$ cat config.mk
export PLATFORM = sky130hd
export DESIGN_NAME = lir_top
export DESIGN_NICKNAME = d
export VERILOG_FILES = /design/src/rtl/lir_pic.v /design/src/rtl/lir_serirq.v /design/src/rtl/lir_top.v
export VERILOG_INCLUDE_DIRS = /design/src /design/src/rtl
export SDC_FILE = /design/constraint.sdc
export NUM_CORES = 1
export LEC_CHECK = 0
export ABC_AREA = 1
export BUFFER_PORTS_ARGS = -buffer_cell sky130_fd_sc_hd__buf_2
export CAP_MARGIN = 40
export CELL_PAD_IN_SITES_DETAIL_PLACEMENT = 1
export CELL_PAD_IN_SITES_GLOBAL_PLACEMENT = 2
export CORE_UTILIZATION = 40
export DETAILED_ROUTE_END_ITERATION = 16
export PLACE_DENSITY = 0.85
export SLEW_MARGIN = 20
export SYNTH_ARGS = -nofsm -noshare
export SYNTH_HDL_FRONTEND = slang
export SYNTH_SLANG_ARGS = --single-unit
export TNS_END_PERCENT = 10
$ cat constraint.sdc
create_clock -name CLOCK_I -period 6.2 [get_ports CLOCK_I]
set_clock_uncertainty 0.1 [all_clocks]
set_input_delay 1.24 -clock CLOCK_I [delete_from_list [all_inputs] [get_ports CLOCK_I]]
set_output_delay 1.24 -clock CLOCK_I [all_outputs]
set_load 0.01 [all_outputs]
$ cat src/rtl/lir_regs.vh
// constants of the legacy and serial interrupt routing block
// Operation
// RULE1 - secondary levels 8-15 cascade into primary level 2
// RULE2 - one processor request line in legacy mode
// RULE3 - per-source map selects I/O APIC input
// RULE4 - accept PCI and IRQ requests, emit messages
// RULE5 - APIC mode watches all inputs, messages each event; code never sees IRQ_I[2] (level 2 forced low) or IRQ_I[8] (level 8 is RTC)
// RULE6 - more than sixteen APIC levels delivered
// RULE7 - cycle is start, at least 17 slots, stop
// RULE8 - quiet mode lets slaves start a cycle
// RULE9 - continuous mode: only host starts cycles
// RULE10 - up to 32 channels, 17 by default
// RULE11 - external serializer reports sixteen PCI requests; code takes eight, serial slots 16-23 as sources 24-31
// RULE12 - default map: timer, keyboard, cascade, mouse, IDE
// RULE13 - RTC request on level eight is active low
// RULE14 - drive system management interrupt to processors
// RULE15 - after stop, idle and latch sampled channel levels
`ifndef LIR_REGS_VH
`define LIR_REGS_VH
`define LIR_APIC_INPUTS 24
`define LIR_MAP_W 5
`define LIR_SER_CH_MIN 17
`define LIR_SER_CH_MAX 32
`define LIR_START_CLKS 4
`define LIR_STOP_CLKS 2
`define LIR_QUIET_STOP_CLKS 2
`define LIR_CONT_STOP_CLKS 3
`define LIR_SER_DIV 4
`define LIR_CASCADE_LVL 2
`define LIR_RTC_LVL 8
`define LIR_PCI_BASE 16
`endif

$ cat src/rtl/lir_pic.v
// one legacy eight-level priority interrupt controller
`timescale 1ns/1ps
module lir_pic (
    input wire clk_i,
    input wire rst_b_i,
    input wire [7:0] req_i,
    input wire [7:0] mask_i,
    input wire ack_i,
    output reg int_o,
    output reg [2:0] vec_o
);
    reg [7:0] pend_r;
    reg [7:0] pend_nxt;
    reg [2:0] pri;
    reg hit;
    integer k;
    always @* begin
        pri = 3'h0;
        hit = 1'b0;
        for (k = 7; k >= 0; k = k - 1) begin
            if (pend_r[k] && !mask_i[k]) begin
                pri = k[2:0];
                hit = 1'b1;
            end
        end
        // set wins over the clear of an acknowledged level
        pend_nxt = pend_r;
        if (ack_i && hit)
            pend_nxt[pri] = 1'b0;
        pend_nxt = pend_nxt | req_i;
    end
    always @(posedge clk_i or negedge rst_b_i) begin
        if (!rst_b_i) begin
            pend_r <= 8'h00;
            int_o <= 1'b0;
            vec_o <= 3'h0;
        end else begin
            pend_r <= pend_nxt;
            int_o <= hit;
            vec_o <= pri;
        end
    end
endmodule // lir_pic

$ cat src/rtl/lir_serirq.v
// serialized interrupt host: start, channel slots, stop, latch
`timescale 1ns/1ps
`include "lir_regs.vh"
module lir_serirq #(
    parameter CH = `LIR_SER_CH_MIN
) (
    input wire clk_i,
    input wire rst_b_i,
    input wire tick_i,
    input wire cont_mode_i,
    input wire ser_in_i,
    output reg ser_out_o,
    output reg ser_oe_b_o,
    output reg [`LIR_SER_CH_MAX-1:0] lvl_o
);
    localparam S_IDLE = 5'h01;
    localparam S_START = 5'h02;
    localparam S_SLOT = 5'h04;
    localparam S_STOP = 5'h08;
    localparam S_RECOV = 5'h10;
    reg [4:0] st_r;
    reg [7:0] cnt_r;
    reg [1:0] ph_r;
    reg [`LIR_SER_CH_MAX-1:0] smp_r;
    always @(posedge clk_i or negedge rst_b_i) begin
        if (!rst_b_i) begin
            st_r <= S_IDLE;
            cnt_r <= 8'h00;
            ph_r <= 2'h0;
            smp_r <= {`LIR_SER_CH_MAX{1'b1}};
            lvl_o <= {`LIR_SER_CH_MAX{1'b1}};
            ser_out_o <= 1'b1;
            ser_oe_b_o <= 1'b1;
        end else if (tick_i) begin
            case (st_r)
            S_IDLE: begin
                ser_oe_b_o <= 1'b1;
                // slaves may pull low in quiet mode only
                if (cont_mode_i || !ser_in_i) begin //RULE8 RULE9
                    st_r <= S_START; //RULE7
                    cnt_r <= 8'h00;
                    ser_out_o <= 1'b0;
                    ser_oe_b_o <= 1'b0;
                end
            end
            S_START: begin
                if (cnt_r == `LIR_START_CLKS - 1) begin
                    ser_out_o <= 1'b1;
                    ser_oe_b_o <= 1'b1;
                    st_r <= S_SLOT;
                    cnt_r <= 8'h00;
                    ph_r <= 2'h0;
                end else begin
                    cnt_r <= cnt_r + 8'h01;
                end
            end
            S_SLOT: begin
                // each slot: sample, recover, turnaround
                if (ph_r == 2'h0)
                    smp_r[cnt_r[4:0]] <= ser_in_i; //RULE10 RULE11
                if (ph_r == 2'h2) begin
                    ph_r <= 2'h0;
                    if (cnt_r == CH - 1) begin //RULE7 RULE10
                        st_r <= S_STOP;
                        cnt_r <= 8'h00;
                        ser_out_o <= 1'b0;
                        ser_oe_b_o <= 1'b0;
                    end else begin
                        cnt_r <= cnt_r + 8'h01;
                    end
                end else begin
                    ph_r <= ph_r + 2'h1;
                end
            end
            S_STOP: begin
                // stop width tells slaves the next mode
                if (cnt_r == (cont_mode_i ? `LIR_CONT_STOP_CLKS : `LIR_QUIET_STOP_CLKS) - 1) begin
                    ser_out_o <= 1'b1;
                    ser_oe_b_o <= 1'b1;
                    st_r <= S_RECOV;
                    lvl_o <= smp_r; //RULE15
                end else begin
                    cnt_r <= cnt_r + 8'h01;
                end
            end
            S_RECOV: begin
                st_r <= S_IDLE; //RULE15
                ser_oe_b_o <= 1'b1;
            end
            default: st_r <= S_IDLE;
            endcase
        end
    end
endmodule // lir_serirq

$ cat src/rtl/lir_top.v
// legacy cascaded controllers, I/O APIC message path and serial IRQ host
`timescale 1ns/1ps
`include "lir_regs.vh"
module lir_top #(
    parameter SER_CH = `LIR_SER_CH_MIN,
    parameter NIN = `LIR_APIC_INPUTS
) (
    input wire CLOCK_I,
    input wire RST_B_I,
    input wire APIC_MODE_I,
    input wire SER_CONT_I,
    input wire [15:0] IRQ_I,
    input wire RTC_REQUEST_N_I,
    input wire [7:0] PCI_IRQ_N_I,
    input wire SYSTEM_MANAGEMENT_REQ_I,
    input wire INTA_ACK_I,
    input wire MAP_WE_I,
    input wire [4:0] MAP_SRC_I,
    input wire [4:0] MAP_DST_I,
    input wire [15:0] MASK_I,
    input wire MSG_READY_I,
    input wire SERIRQ_IN_I,
    output reg SERIRQ_OUT_O,
    output reg SERIRQ_OE_B_O,
    output reg PROCESSOR_INTERRUPT_REQUEST_O,
    output reg [7:0] INT_VECTOR_O,
    output reg SYSTEM_MANAGEMENT_INTERRUPT_O,
    output reg MSG_VALID_O,
    output reg [4:0] MSG_VECTOR_O
);
    // sources: 0-15 legacy IRQ, 16-23 PCI, 24-31 serial PCI scan
    localparam NSRC = 32;
    reg [1:0] div_r;
    wire tick = (div_r == 2'h0);
    wire ser_out;
    wire ser_oe_b;
    wire [31:0] ser_lvl;
    reg [15:0] irq_lvl;
    reg [NSRC-1:0] src_lvl;
    reg [NSRC-1:0] src_prev_r;
    reg [NSRC-1:0] evt_r;
    reg [NSRC-1:0] evt_nxt;
    reg [4:0] map_r [0:NSRC-1];
    wire [7:0] pri_req;
    wire [7:0] sec_req;
    wire pri_int;
    wire sec_int;
    wire [2:0] pri_vec;
    wire [2:0] sec_vec;
    reg [4:0] sel;
    reg sel_hit;
    wire casc_ack;
    reg casc_ack_r;
    integer i;
    always @(posedge CLOCK_I or negedge RST_B_I) begin
        if (!RST_B_I)
            div_r <= 2'h0;
        else
            div_r <= (div_r == `LIR_SER_DIV - 1) ? 2'h0 : div_r + 2'h1;
    end
    lir_serirq #(.CH(SER_CH)) u_ser (
        .clk_i(CLOCK_I),
        .rst_b_i(RST_B_I),
        .tick_i(tick),
        .cont_mode_i(SER_CONT_I),
        .ser_in_i(SERIRQ_IN_I),
        .ser_out_o(ser_out),
        .ser_oe_b_o(ser_oe_b),
        .lvl_o(ser_lvl)
    );
    always @* begin
        // serial slot low means asserted; OR with direct pins
        irq_lvl = IRQ_I | ~ser_lvl[15:0];
        irq_lvl[`LIR_RTC_LVL] = ~RTC_REQUEST_N_I | ~ser_lvl[8]; //RULE13
        irq_lvl[`LIR_CASCADE_LVL] = 1'b0;
        src_lvl = {~ser_lvl[31:16] & 16'hFFFF, 16'h0000} & 32'hFF00_0000;
        src_lvl[23:16] = ~PCI_IRQ_N_I; //RULE4
        src_lvl[31:24] = ~ser_lvl[23:16]; //RULE11
        src_lvl[15:0] = irq_lvl; //RULE4
    end
    // legacy cascade: secondary output enters primary level 2
    assign sec_req = irq_lvl[15:8] & ~src_prev_r[15:8];
    // cascade is a level: hide it while the acknowledge drains through the secondary,
    // or the stale secondary line would re-pend level 2 with nothing behind it
    assign casc_ack = INTA_ACK_I && !APIC_MODE_I && pri_vec == `LIR_CASCADE_LVL;
    assign pri_req = {irq_lvl[7:3] & ~src_prev_r[7:3],
        sec_int && !casc_ack && !casc_ack_r, //RULE1
        irq_lvl[1:0] & ~src_prev_r[1:0]};
    lir_pic u_pic_pri (
        .clk_i(CLOCK_I),
        .rst_b_i(RST_B_I),
        .ack_i(INTA_ACK_I && !APIC_MODE_I),
        .req_i(pri_req),
        .mask_i(MASK_I[7:0]),
        .int_o(pri_int),
        .vec_o(pri_vec)
    );
    lir_pic u_pic_sec (
        .clk_i(CLOCK_I),
        .rst_b_i(RST_B_I),
        .ack_i(casc_ack),
        .req_i(sec_req),
        .mask_i(MASK_I[15:8]),
        .int_o(sec_int),
        .vec_o(sec_vec)
    );
    // apic path: edge on any source except cascade level 2 becomes one message
    always @* begin
        sel = 5'h00;
        sel_hit = 1'b0;
        for (i = NSRC - 1; i >= 0; i = i - 1) begin
            if (evt_r[i]) begin
                sel = i[4:0];
                sel_hit = 1'b1;
            end
        end
        evt_nxt = evt_r;
        if (sel_hit && (!MSG_VALID_O || MSG_READY_I))
            evt_nxt[sel] = 1'b0;
        if (APIC_MODE_I)
            evt_nxt = evt_nxt | (src_lvl & ~src_prev_r); //RULE5
    end
    always @(posedge CLOCK_I or negedge RST_B_I) begin
        if (!RST_B_I) begin
            src_prev_r <= {NSRC{1'b0}};
            evt_r <= {NSRC{1'b0}};
            MSG_VALID_O <= 1'b0;
            MSG_VECTOR_O <= 5'h00;
            for (i = 0; i < NSRC; i = i + 1)
                map_r[i] <= i[4:0] % NIN[4:0]; //RULE12
        end else begin
            src_prev_r <= src_lvl;
            evt_r <= evt_nxt;
            if (MAP_WE_I)
                map_r[MAP_SRC_I] <= MAP_DST_I; //RULE3
            if (!MSG_VALID_O || MSG_READY_I) begin
                MSG_VALID_O <= sel_hit; //RULE5
                MSG_VECTOR_O <= map_r[sel]; //RULE3 RULE6
            end
        end
    end
    always @(posedge CLOCK_I or negedge RST_B_I) begin
        if (!RST_B_I) begin
            PROCESSOR_INTERRUPT_REQUEST_O <= 1'b0;
            INT_VECTOR_O <= 8'h00;
            SYSTEM_MANAGEMENT_INTERRUPT_O <= 1'b0;
            SERIRQ_OUT_O <= 1'b1;
            SERIRQ_OE_B_O <= 1'b1;
            casc_ack_r <= 1'b0;
        end else begin
            // single shared line, only in legacy mode
            PROCESSOR_INTERRUPT_REQUEST_O <= pri_int && !APIC_MODE_I; //RULE2
            INT_VECTOR_O <= (pri_vec == `LIR_CASCADE_LVL) ? {5'h01, sec_vec} : {5'h00, pri_vec};
            SYSTEM_MANAGEMENT_INTERRUPT_O <= SYSTEM_MANAGEMENT_REQ_I; //RULE14
            casc_ack_r <= casc_ack; //RULE1
            SERIRQ_OUT_O <= ser_out;
            SERIRQ_OE_B_O <= ser_oe_b;
        end
    end
endmodule // lir_top

==> impl_metrics.ini, run 1 <==
[global_routing]
antenna_found_initial = 0
grt_max_degree = 150
grt_pass1_wl_mm = 70.8
grtUsageTotal_pct = 23.2
grt_pass1_vias = 12900
overflow = 0

[power_and_ir_drop]
combPwrFrac_pct = 52.9
powerDensity_mw_per_mm2 = 619
p_leak_nw = 8.45
power.internal_mw = 5.42
clkPwrFrac_pct = 20.2
ir_worst_vdd_v = 0.000614
p_switching_mw = 5.32
p_seq_share_pct = 26.9
swShare_pct = 49.5

[floorplanning]
fp.dieW_um = 196
start_util_pct = 40.9
rows = 70
ios = 78
dieHeight_um = 196
dieArea_mm2 = 0.0385
coreArea_mm2 = 0.0369

[worst_setup_path]
critPathBufInv = 2
required_ns = 6.59
arrival_ns = 4.44
cp_top_family = simple AND/OR/NAND/NOR gates
worstSetupEndpointType = flop
slowest_delay_ns = 0.46
cpMostUsedCell = nand2_1
critPathSlowestCell = buf_4
cp-start-kind = flop
critical_path_class = flop to flop
cp_max_fo = 34

[timing]
period_minus_slack_ns = 4.05
slew_viol_final = 0
fmax_mhz = 247
slew_headroom_pct = 44.2
rsz0062_at_grt = false
whs_ns = 0.267
worst_pin_slew_ns = 0.837
tns_ns = 0
hold_viol_final = 0
min_period_over_period_pct = 65.4
final-setup-viol-count = 0

[clocking]
clkTransAtPathRegs_ns = 0.06
clock_path_buffers = 3
post_cts_buffers = 0
clk_latency_ns = 0.55
cts_made_buffers = 39
holdBufCountCts = 0
cts_sinks = 327
cts_tree = yes
clk_root_buffer_cell = clkbuf_16
htreeDepth = 2
cts_resized = 0

[detailed_routing]
drtAntennaViolNets = 0
drt_iter0_markers = 734
wl_per_cell_um = 17.4
routed_wl_mm = 42.7
first_pass_iters = 5
drcViolationCount = 0
via_per_inst = 5.07
vias = 12500

[yosys]
yosys.area.top_type_share_pct = 35.2
synthTopCellsByArea = dfrtp_1, dfstp_2, nand2_1, o21ai_0, inv_1
synth_cell_types = 35
netlist_area_mm2 = 0.0151
synth-seq-area-share_pct = 55.2
synth_area_per_cell_um2 = 8.15
synth_warnings = 0
synthCells = 1849
yosysTopAreaCell = dfrtp_1
ys_ff_latch = 327

[placed_design]
place.gp.congestion = 0.819
dp_hpwl_mm = 28.7
io_buffers = 71

[finish]
num-nets-final = 1991
regArea_mm2 = 0.00833
multi_input_area_mm2 = 0.00574
drive_above_1_share_pct = 15.1
area_delta_synth_final_pct = 15.1
fill_cells = 4437
antenna_cells = 0

[worst_hold_path]
holdCritPathClass = flop to flop

[run]
cap_viol_max_count = 0

[status]
outcome = finished, final reports clean
## registers in the layout, summed over array words and instances (netlist names), 2 cells and up
register,count
evt_r,32
INT_VECTOR_O,4
map_r,160
u_ser.ph_r,2
u_ser.lvl_o,23
div_r,2
MSG_VECTOR_O,5
u_ser.st_r,5
u_pic_sec.vec_o,3
u_ser.smp_r,23
u_pic_pri.pend_r,8
src_prev_r,31
u_pic_pri.vec_o,3
u_pic_sec.pend_r,8
u_ser.cnt_r,8
## cells in the final DEF (no fill, tap or decap), types with 2 or more instances in the layout
cell	count
a21oi_1	37
a31oi_1	14
inv_1	190
clkbuf_16	39
inv_6	3
clkbuf_1	17
conb_1	4
nor4_1	9
o21ai_1	40
ha_1	6
dfrtp_1	212
nor3_1	28
o31ai_1	21
clkinv_2	2
nand3_1	115
buf_16	6
mux2_2	21
buf_2	70
nor2_1	100
nand4_1	15
buf_8	3
clkbuf_8	8
o21ai_0	198
buf_4	15
inv_2	3
nor3b_1	2
buf_12	3
o22ai_1	2
dfstp_2	115
nand2_1	643
## final timing paths
check	startpoint	cells after the start	end	slack (ns)
max in group asynchronous	RST_B_I	2	src_prev_r[6]$_DFF_PN0_	4.22
min reg2reg	u_ser.ser_oe_b_o$_DFFE_PN1P_	0	SERIRQ_OE_B_O$_DFF_PN1_	0.27
min	u_ser.ser_oe_b_o$_DFFE_PN1P_	0	SERIRQ_OE_B_O$_DFF_PN1_	0.27
min in group asynchronous	RST_B_I	1	map_r[45]$_DFFE_PN0P_	0.56
max	evt_r[31]$_DFF_PN0_	42	MSG_VECTOR_O[1]$_DFFE_PN0N_	2.15
max reg2reg	evt_r[31]$_DFF_PN0_	42	MSG_VECTOR_O[1]$_DFFE_PN0N_	2.15
## cell usage after synthesis, drive strengths merged
master / number
a21oi: 37
a31oi: 14
inv: 193
nand2: 645
clkinv: 1
nand3b: 1
a31o: 1
nor2: 101
a221oi: 1
dfrtp: 212
or2: 1
a22oi: 1
a311oi: 1
buf: 19
o31ai: 21
mux2: 21
nand3: 115
nand4: 15
nor3b: 3
ha: 6
o21ai: 238
conb: 1
o21a: 1
dfstp: 115
clkbuf: 46
nor4: 9
o22ai: 2
nor3: 28
## per-layer routing
| metal | vias up | routed length, µm | global-route usage [%] |
|---|---|---|---|
| met4 | 0 | 856 | 5.96 |
| met5 | - | 0 | 0 |
| li1 | 6099 | - | - |
| met1 | 6133 | 21000 | 33.2 |
| met3 | 54 | 1410 | 3.59 |
| met2 | 167 | 19300 | 36.8 |
## layout make-up
cell class	instances	share of cell area, %
well taps	504	3.63
clock buffers	64	6.62
multi-input cells	1266	33.1
repair buffers	97	4.22
clock inverters	6	0.252
inverters	194	4.20
flip-flops and latches	327	48.0
## logic make-up after synthesis
group	Yosys count	share of synthesized area [%]
simple gates	918	24.7
flops	327	55.2
compound gates	317	11.2
buf+inv	259	6.85
mux	21	1.57
fa+ha+maj	6	0.498
other cells	1	0.0249
## stage by stage
stage	total power, mW	std cells	area, µm²	setup slack [ns]	utilization, %
floorplan	6.51	1852	15100	3.40	-
global placement	8.28	2377	15900	2.02	43.2
detailed placement	8.46	2386	16100	2.00	43.7
CTS	10.7	2456	17300	1.99	47.0
global route	11.6	2458	17400	1.62	47.1
finish	10.7	2458	17400	2.15	47.1
## power groups by stage
| stage | Combinational, mW | Clock (mW) | Sequential [mW] |
|---|---|---|---|
| 2_1_floorplan | 3.64 | 0 | 2.87 |
| 3_3_place_gp | 5.38 | 0 | 2.90 |
| 3_5_place_dp | 5.54 | 0 | 2.92 |
| 4_1_cts | 5.58 | 2.23 | 2.89 |
| 5_1_grt | 6.30 | 2.31 | 2.95 |
| 6_report | 5.68 | 2.17 | 2.89 |
No activity file was read; power rests on OpenSTA's default activity.
==> run 2: changes to the inputs <==
- ABC_AREA: 1 -> 0
- CORE_UTILIZATION: 40 -> 38
- PLACE_DENSITY: 0.85 -> 0.76
- clock period: 6.2 -> 3.7 ns (I/O delays scaled with it)
==> run 2 against run 1 <==
Worst hold slack lost 0.22 ns. Count of clock-buffer cells in the layout down 5. Sequential power increased by 66%. Highest routed layer unchanged. Design area is 1.3% lower. Combinational power grew 3%. Clock power rose by 67%. Register-to-register slack worse by 1.8 ns. First-iteration DRC count is 36% lower. Die area up 3.8%. Non-clock buffer count grew 2. Wire length down 9.3%.
==> impl_metrics.ini, run 2 <==
[status]
outcome = finished, final reports clean

[yosys]
yosysTopAreaCell = dfrtp_1
synth_top_family_by_area = multiplexers
synth_compound_area_share_pct = 7.09
synth_adder_area_share_pct = 0.505
yosys.area.top_type_share_pct = 35.7
ys_top_cells_by_count = dfrtp_1, mux2_2, nand2_1
netlist_area_mm2 = 0.0149
synth_warnings = 0
synthTopCellsByArea = dfrtp_1, dfstp_2, mux2_2, nand2_1, mux2i_1
synthFlopType = dfrtp_1
synth_area_per_cell_um2 = 11.6
synth-seq-area-share_pct = 56.0
yosysMostFrequentCell = dfrtp_1
synth-simple-area-share_pct = 13.0
ys_ff_latch = 327
yosys.area_share.xor_xnor_pct = 0.0589
async_flop_share_pct = 100
synthMuxAreaShare_pct = 20.5
synthCells = 1277
synth_cell_types = 64
synth_edf_count = 0

[clocking]
holdBufCountCts = 0
cts_sinks = 327
cts_made_buffers = 38
cts_tree = yes
clock_path_buffers = 3
clkTransAtPathRegs_ns = 0.06
post_cts_buffers = 0
cts_resized = 0
clk_latency_ns = 0.54
clk_root_buffer_cell = clkbuf_16
htreeDepth = 2

[global_routing]
grt_pass1_vias = 10800
antenna_found_initial = 0
use_met3_pct = 2.79
grtUsageTotal_pct = 20.3
grt_use_met1_pct = 28.5
grtUsageMet2_pct = 33.2
overflow = 0
gr-max-usage-layer = met2
grt_pass1_wl_mm = 62.3
grt_max_degree = 94

[timing]
slew_viol_final = 0
final-setup-viol-count = 0
setup_ws_ns = 0.309
slew_headroom_pct = 51.3
worst_pin_slew_ns = 0.729
fmax_mhz = 295
tns_ns = 0
min_period_over_period_pct = 91.7
rsz0062_at_grt = false
hold_viol_final = 0
period_minus_slack_ns = 3.39

[floorplanning]
dieArea_mm2 = 0.0399
ios = 78
rows = 72
start_util_pct = 38.5
coreArea_mm2 = 0.0386
dieHeight_um = 200
fp.dieW_um = 200

[finish]
area_delta_synth_final_pct = 15.2
final_cell_mix = dfrtp_1, mux2_2, nand2_1
largest_reg_flops = 160
num-nets-final = 1431
final_common_cell = dfrtp_1
fin_util_pct = 44.3
drive_above_1_share_pct = 36.0
reg_top3 = map_r: 160 flops, evt_r: 32 flops, src_prev_r: 31 flops
antenna_cells = 0
largest_register = map_r
fill_cells = 4084

[placed_design]
place_ws_ns = 0.417
io_buffers = 71
dp_hpwl_mm = 27.0
place.gp.congestion = 0.795

[worst_hold_path]
holdCritPathClass = input pin to async pin

[power_and_ir_drop]
ir_worst_vdd_v = 0.000557
powerDensity_mw_per_mm2 = 833
p_leak_nw = 7.31
power_mw = 14.3

[detailed_routing]
routed_wl_mm = 38.7
vias = 10000
drt_iter0_markers = 473
wl_per_cell_um = 20.2
first_pass_iters = 5
drtAntennaViolNets = 0
drcViolationCount = 0
via_per_inst = 5.25

[worst_setup_path]
critPathSlowestCell = nor4_1
cp_cell_sequence = nor2_1 > o311ai_1 > o211a_1 > and2_4 > mux2_2 > a222oi_1 > o2bb2a_1 > nor4_1 > a41oi_1
worstSetupEndpointType = flop
cp-start-kind = flop
arrival_ns = 3.69
required_ns = 4.00
slowest_delay_ns = 0.48
cp_max_fo = 17
critical_path_class = flop to flop

[run]
cap_viol_max_count = 0
[run 2: power by group]
| group | switching, mW | internal [mW] | leakage, nW |
|---|---|---|---|
| registers | 0.425 | 4.39 | 3.74 |
| clock network | 1.48 | 2.14 | 0.601 |
| logic | 3.43 | 2.40 | 2.96 |
[run 2: worst max-delay path, delay by kind of cell, from the launching register on]
family / cells / cell delay, ns
AND/OR/NAND/NOR: 3 / 0.97
multiplexers: 1 / 0.39
flip-flops: 1 / 0.39
AO/OA/AOI/OAI: 5 / 1.40
[run 2: per-stage QoR]
stage               std cells  cell area [µm²]  hold slack (ns)
floorplan                1280            14900            0.254
global placement         1843            15900            0.262
detailed placement       1843            15900            0.261
CTS                      1912            17100           0.0536
global route             1912            17100           0.0635
finish                   1912            17100           0.0418
[run 2: path summary, 6_finish.rpt]
check | depth (start not counted) | slack [ns] | to | from
max | 9 | 0.31 | MSG_VECTOR_O[3]$_DFFE_PN0N_ | evt_r[11]$_DFF_PN0_
min | 1 | 0.04 | map_r[37]$_DFFE_PN0P_ | RST_B_I
max reg2reg | 9 | 0.31 | MSG_VECTOR_O[3]$_DFFE_PN0N_ | evt_r[11]$_DFF_PN0_
min reg2reg | 0 | 0.27 | SERIRQ_OUT_O$_DFF_PN1_ | u_ser.ser_out_o$_DFFE_PN1P_
max in group asynchronous | 2 | 2.52 | map_r[64]$_DFFE_PN1P_ | RST_B_I
min in group CLOCK_I | 1 | 0.21 | SYSTEM_MANAGEMENT_INTERRUPT_O$_DFF_PN0_ | SYSTEM_MANAGEMENT_REQ_I
[run 2: layout make-up]
type	count	area, µm²	share of cell area (%)
flip-flops and latches	327	8330	48.6
clock inverters	10	61.3	0.358
well taps	518	648	3.78
multi-input cells	854	6140	35.8
clock buffers	59	1150	6.72
inverters	45	169	0.986
repair buffers	99	638	3.72
[run 2: metal layers]
layer | share of wire [%] | wire length (µm)
met5 | 0 | 0
met3 | 2.8 | 1070
met2 | 48 | 18500
met1 | 48 | 18400
met4 | 1.8 | 710
[run 2: logic make-up (layout without fill, tap and decap cells)]
family,Yosys count,in the layout
AND/OR/NAND/NOR,411,411
flip-flops,327,327
multiplexers,265,265
AO/OA/AOI/OAI,167,167
buffers and inverters,99,213
adder cells (fa/ha/maj),6,6
other,1,4
XOR/XNOR,1,1
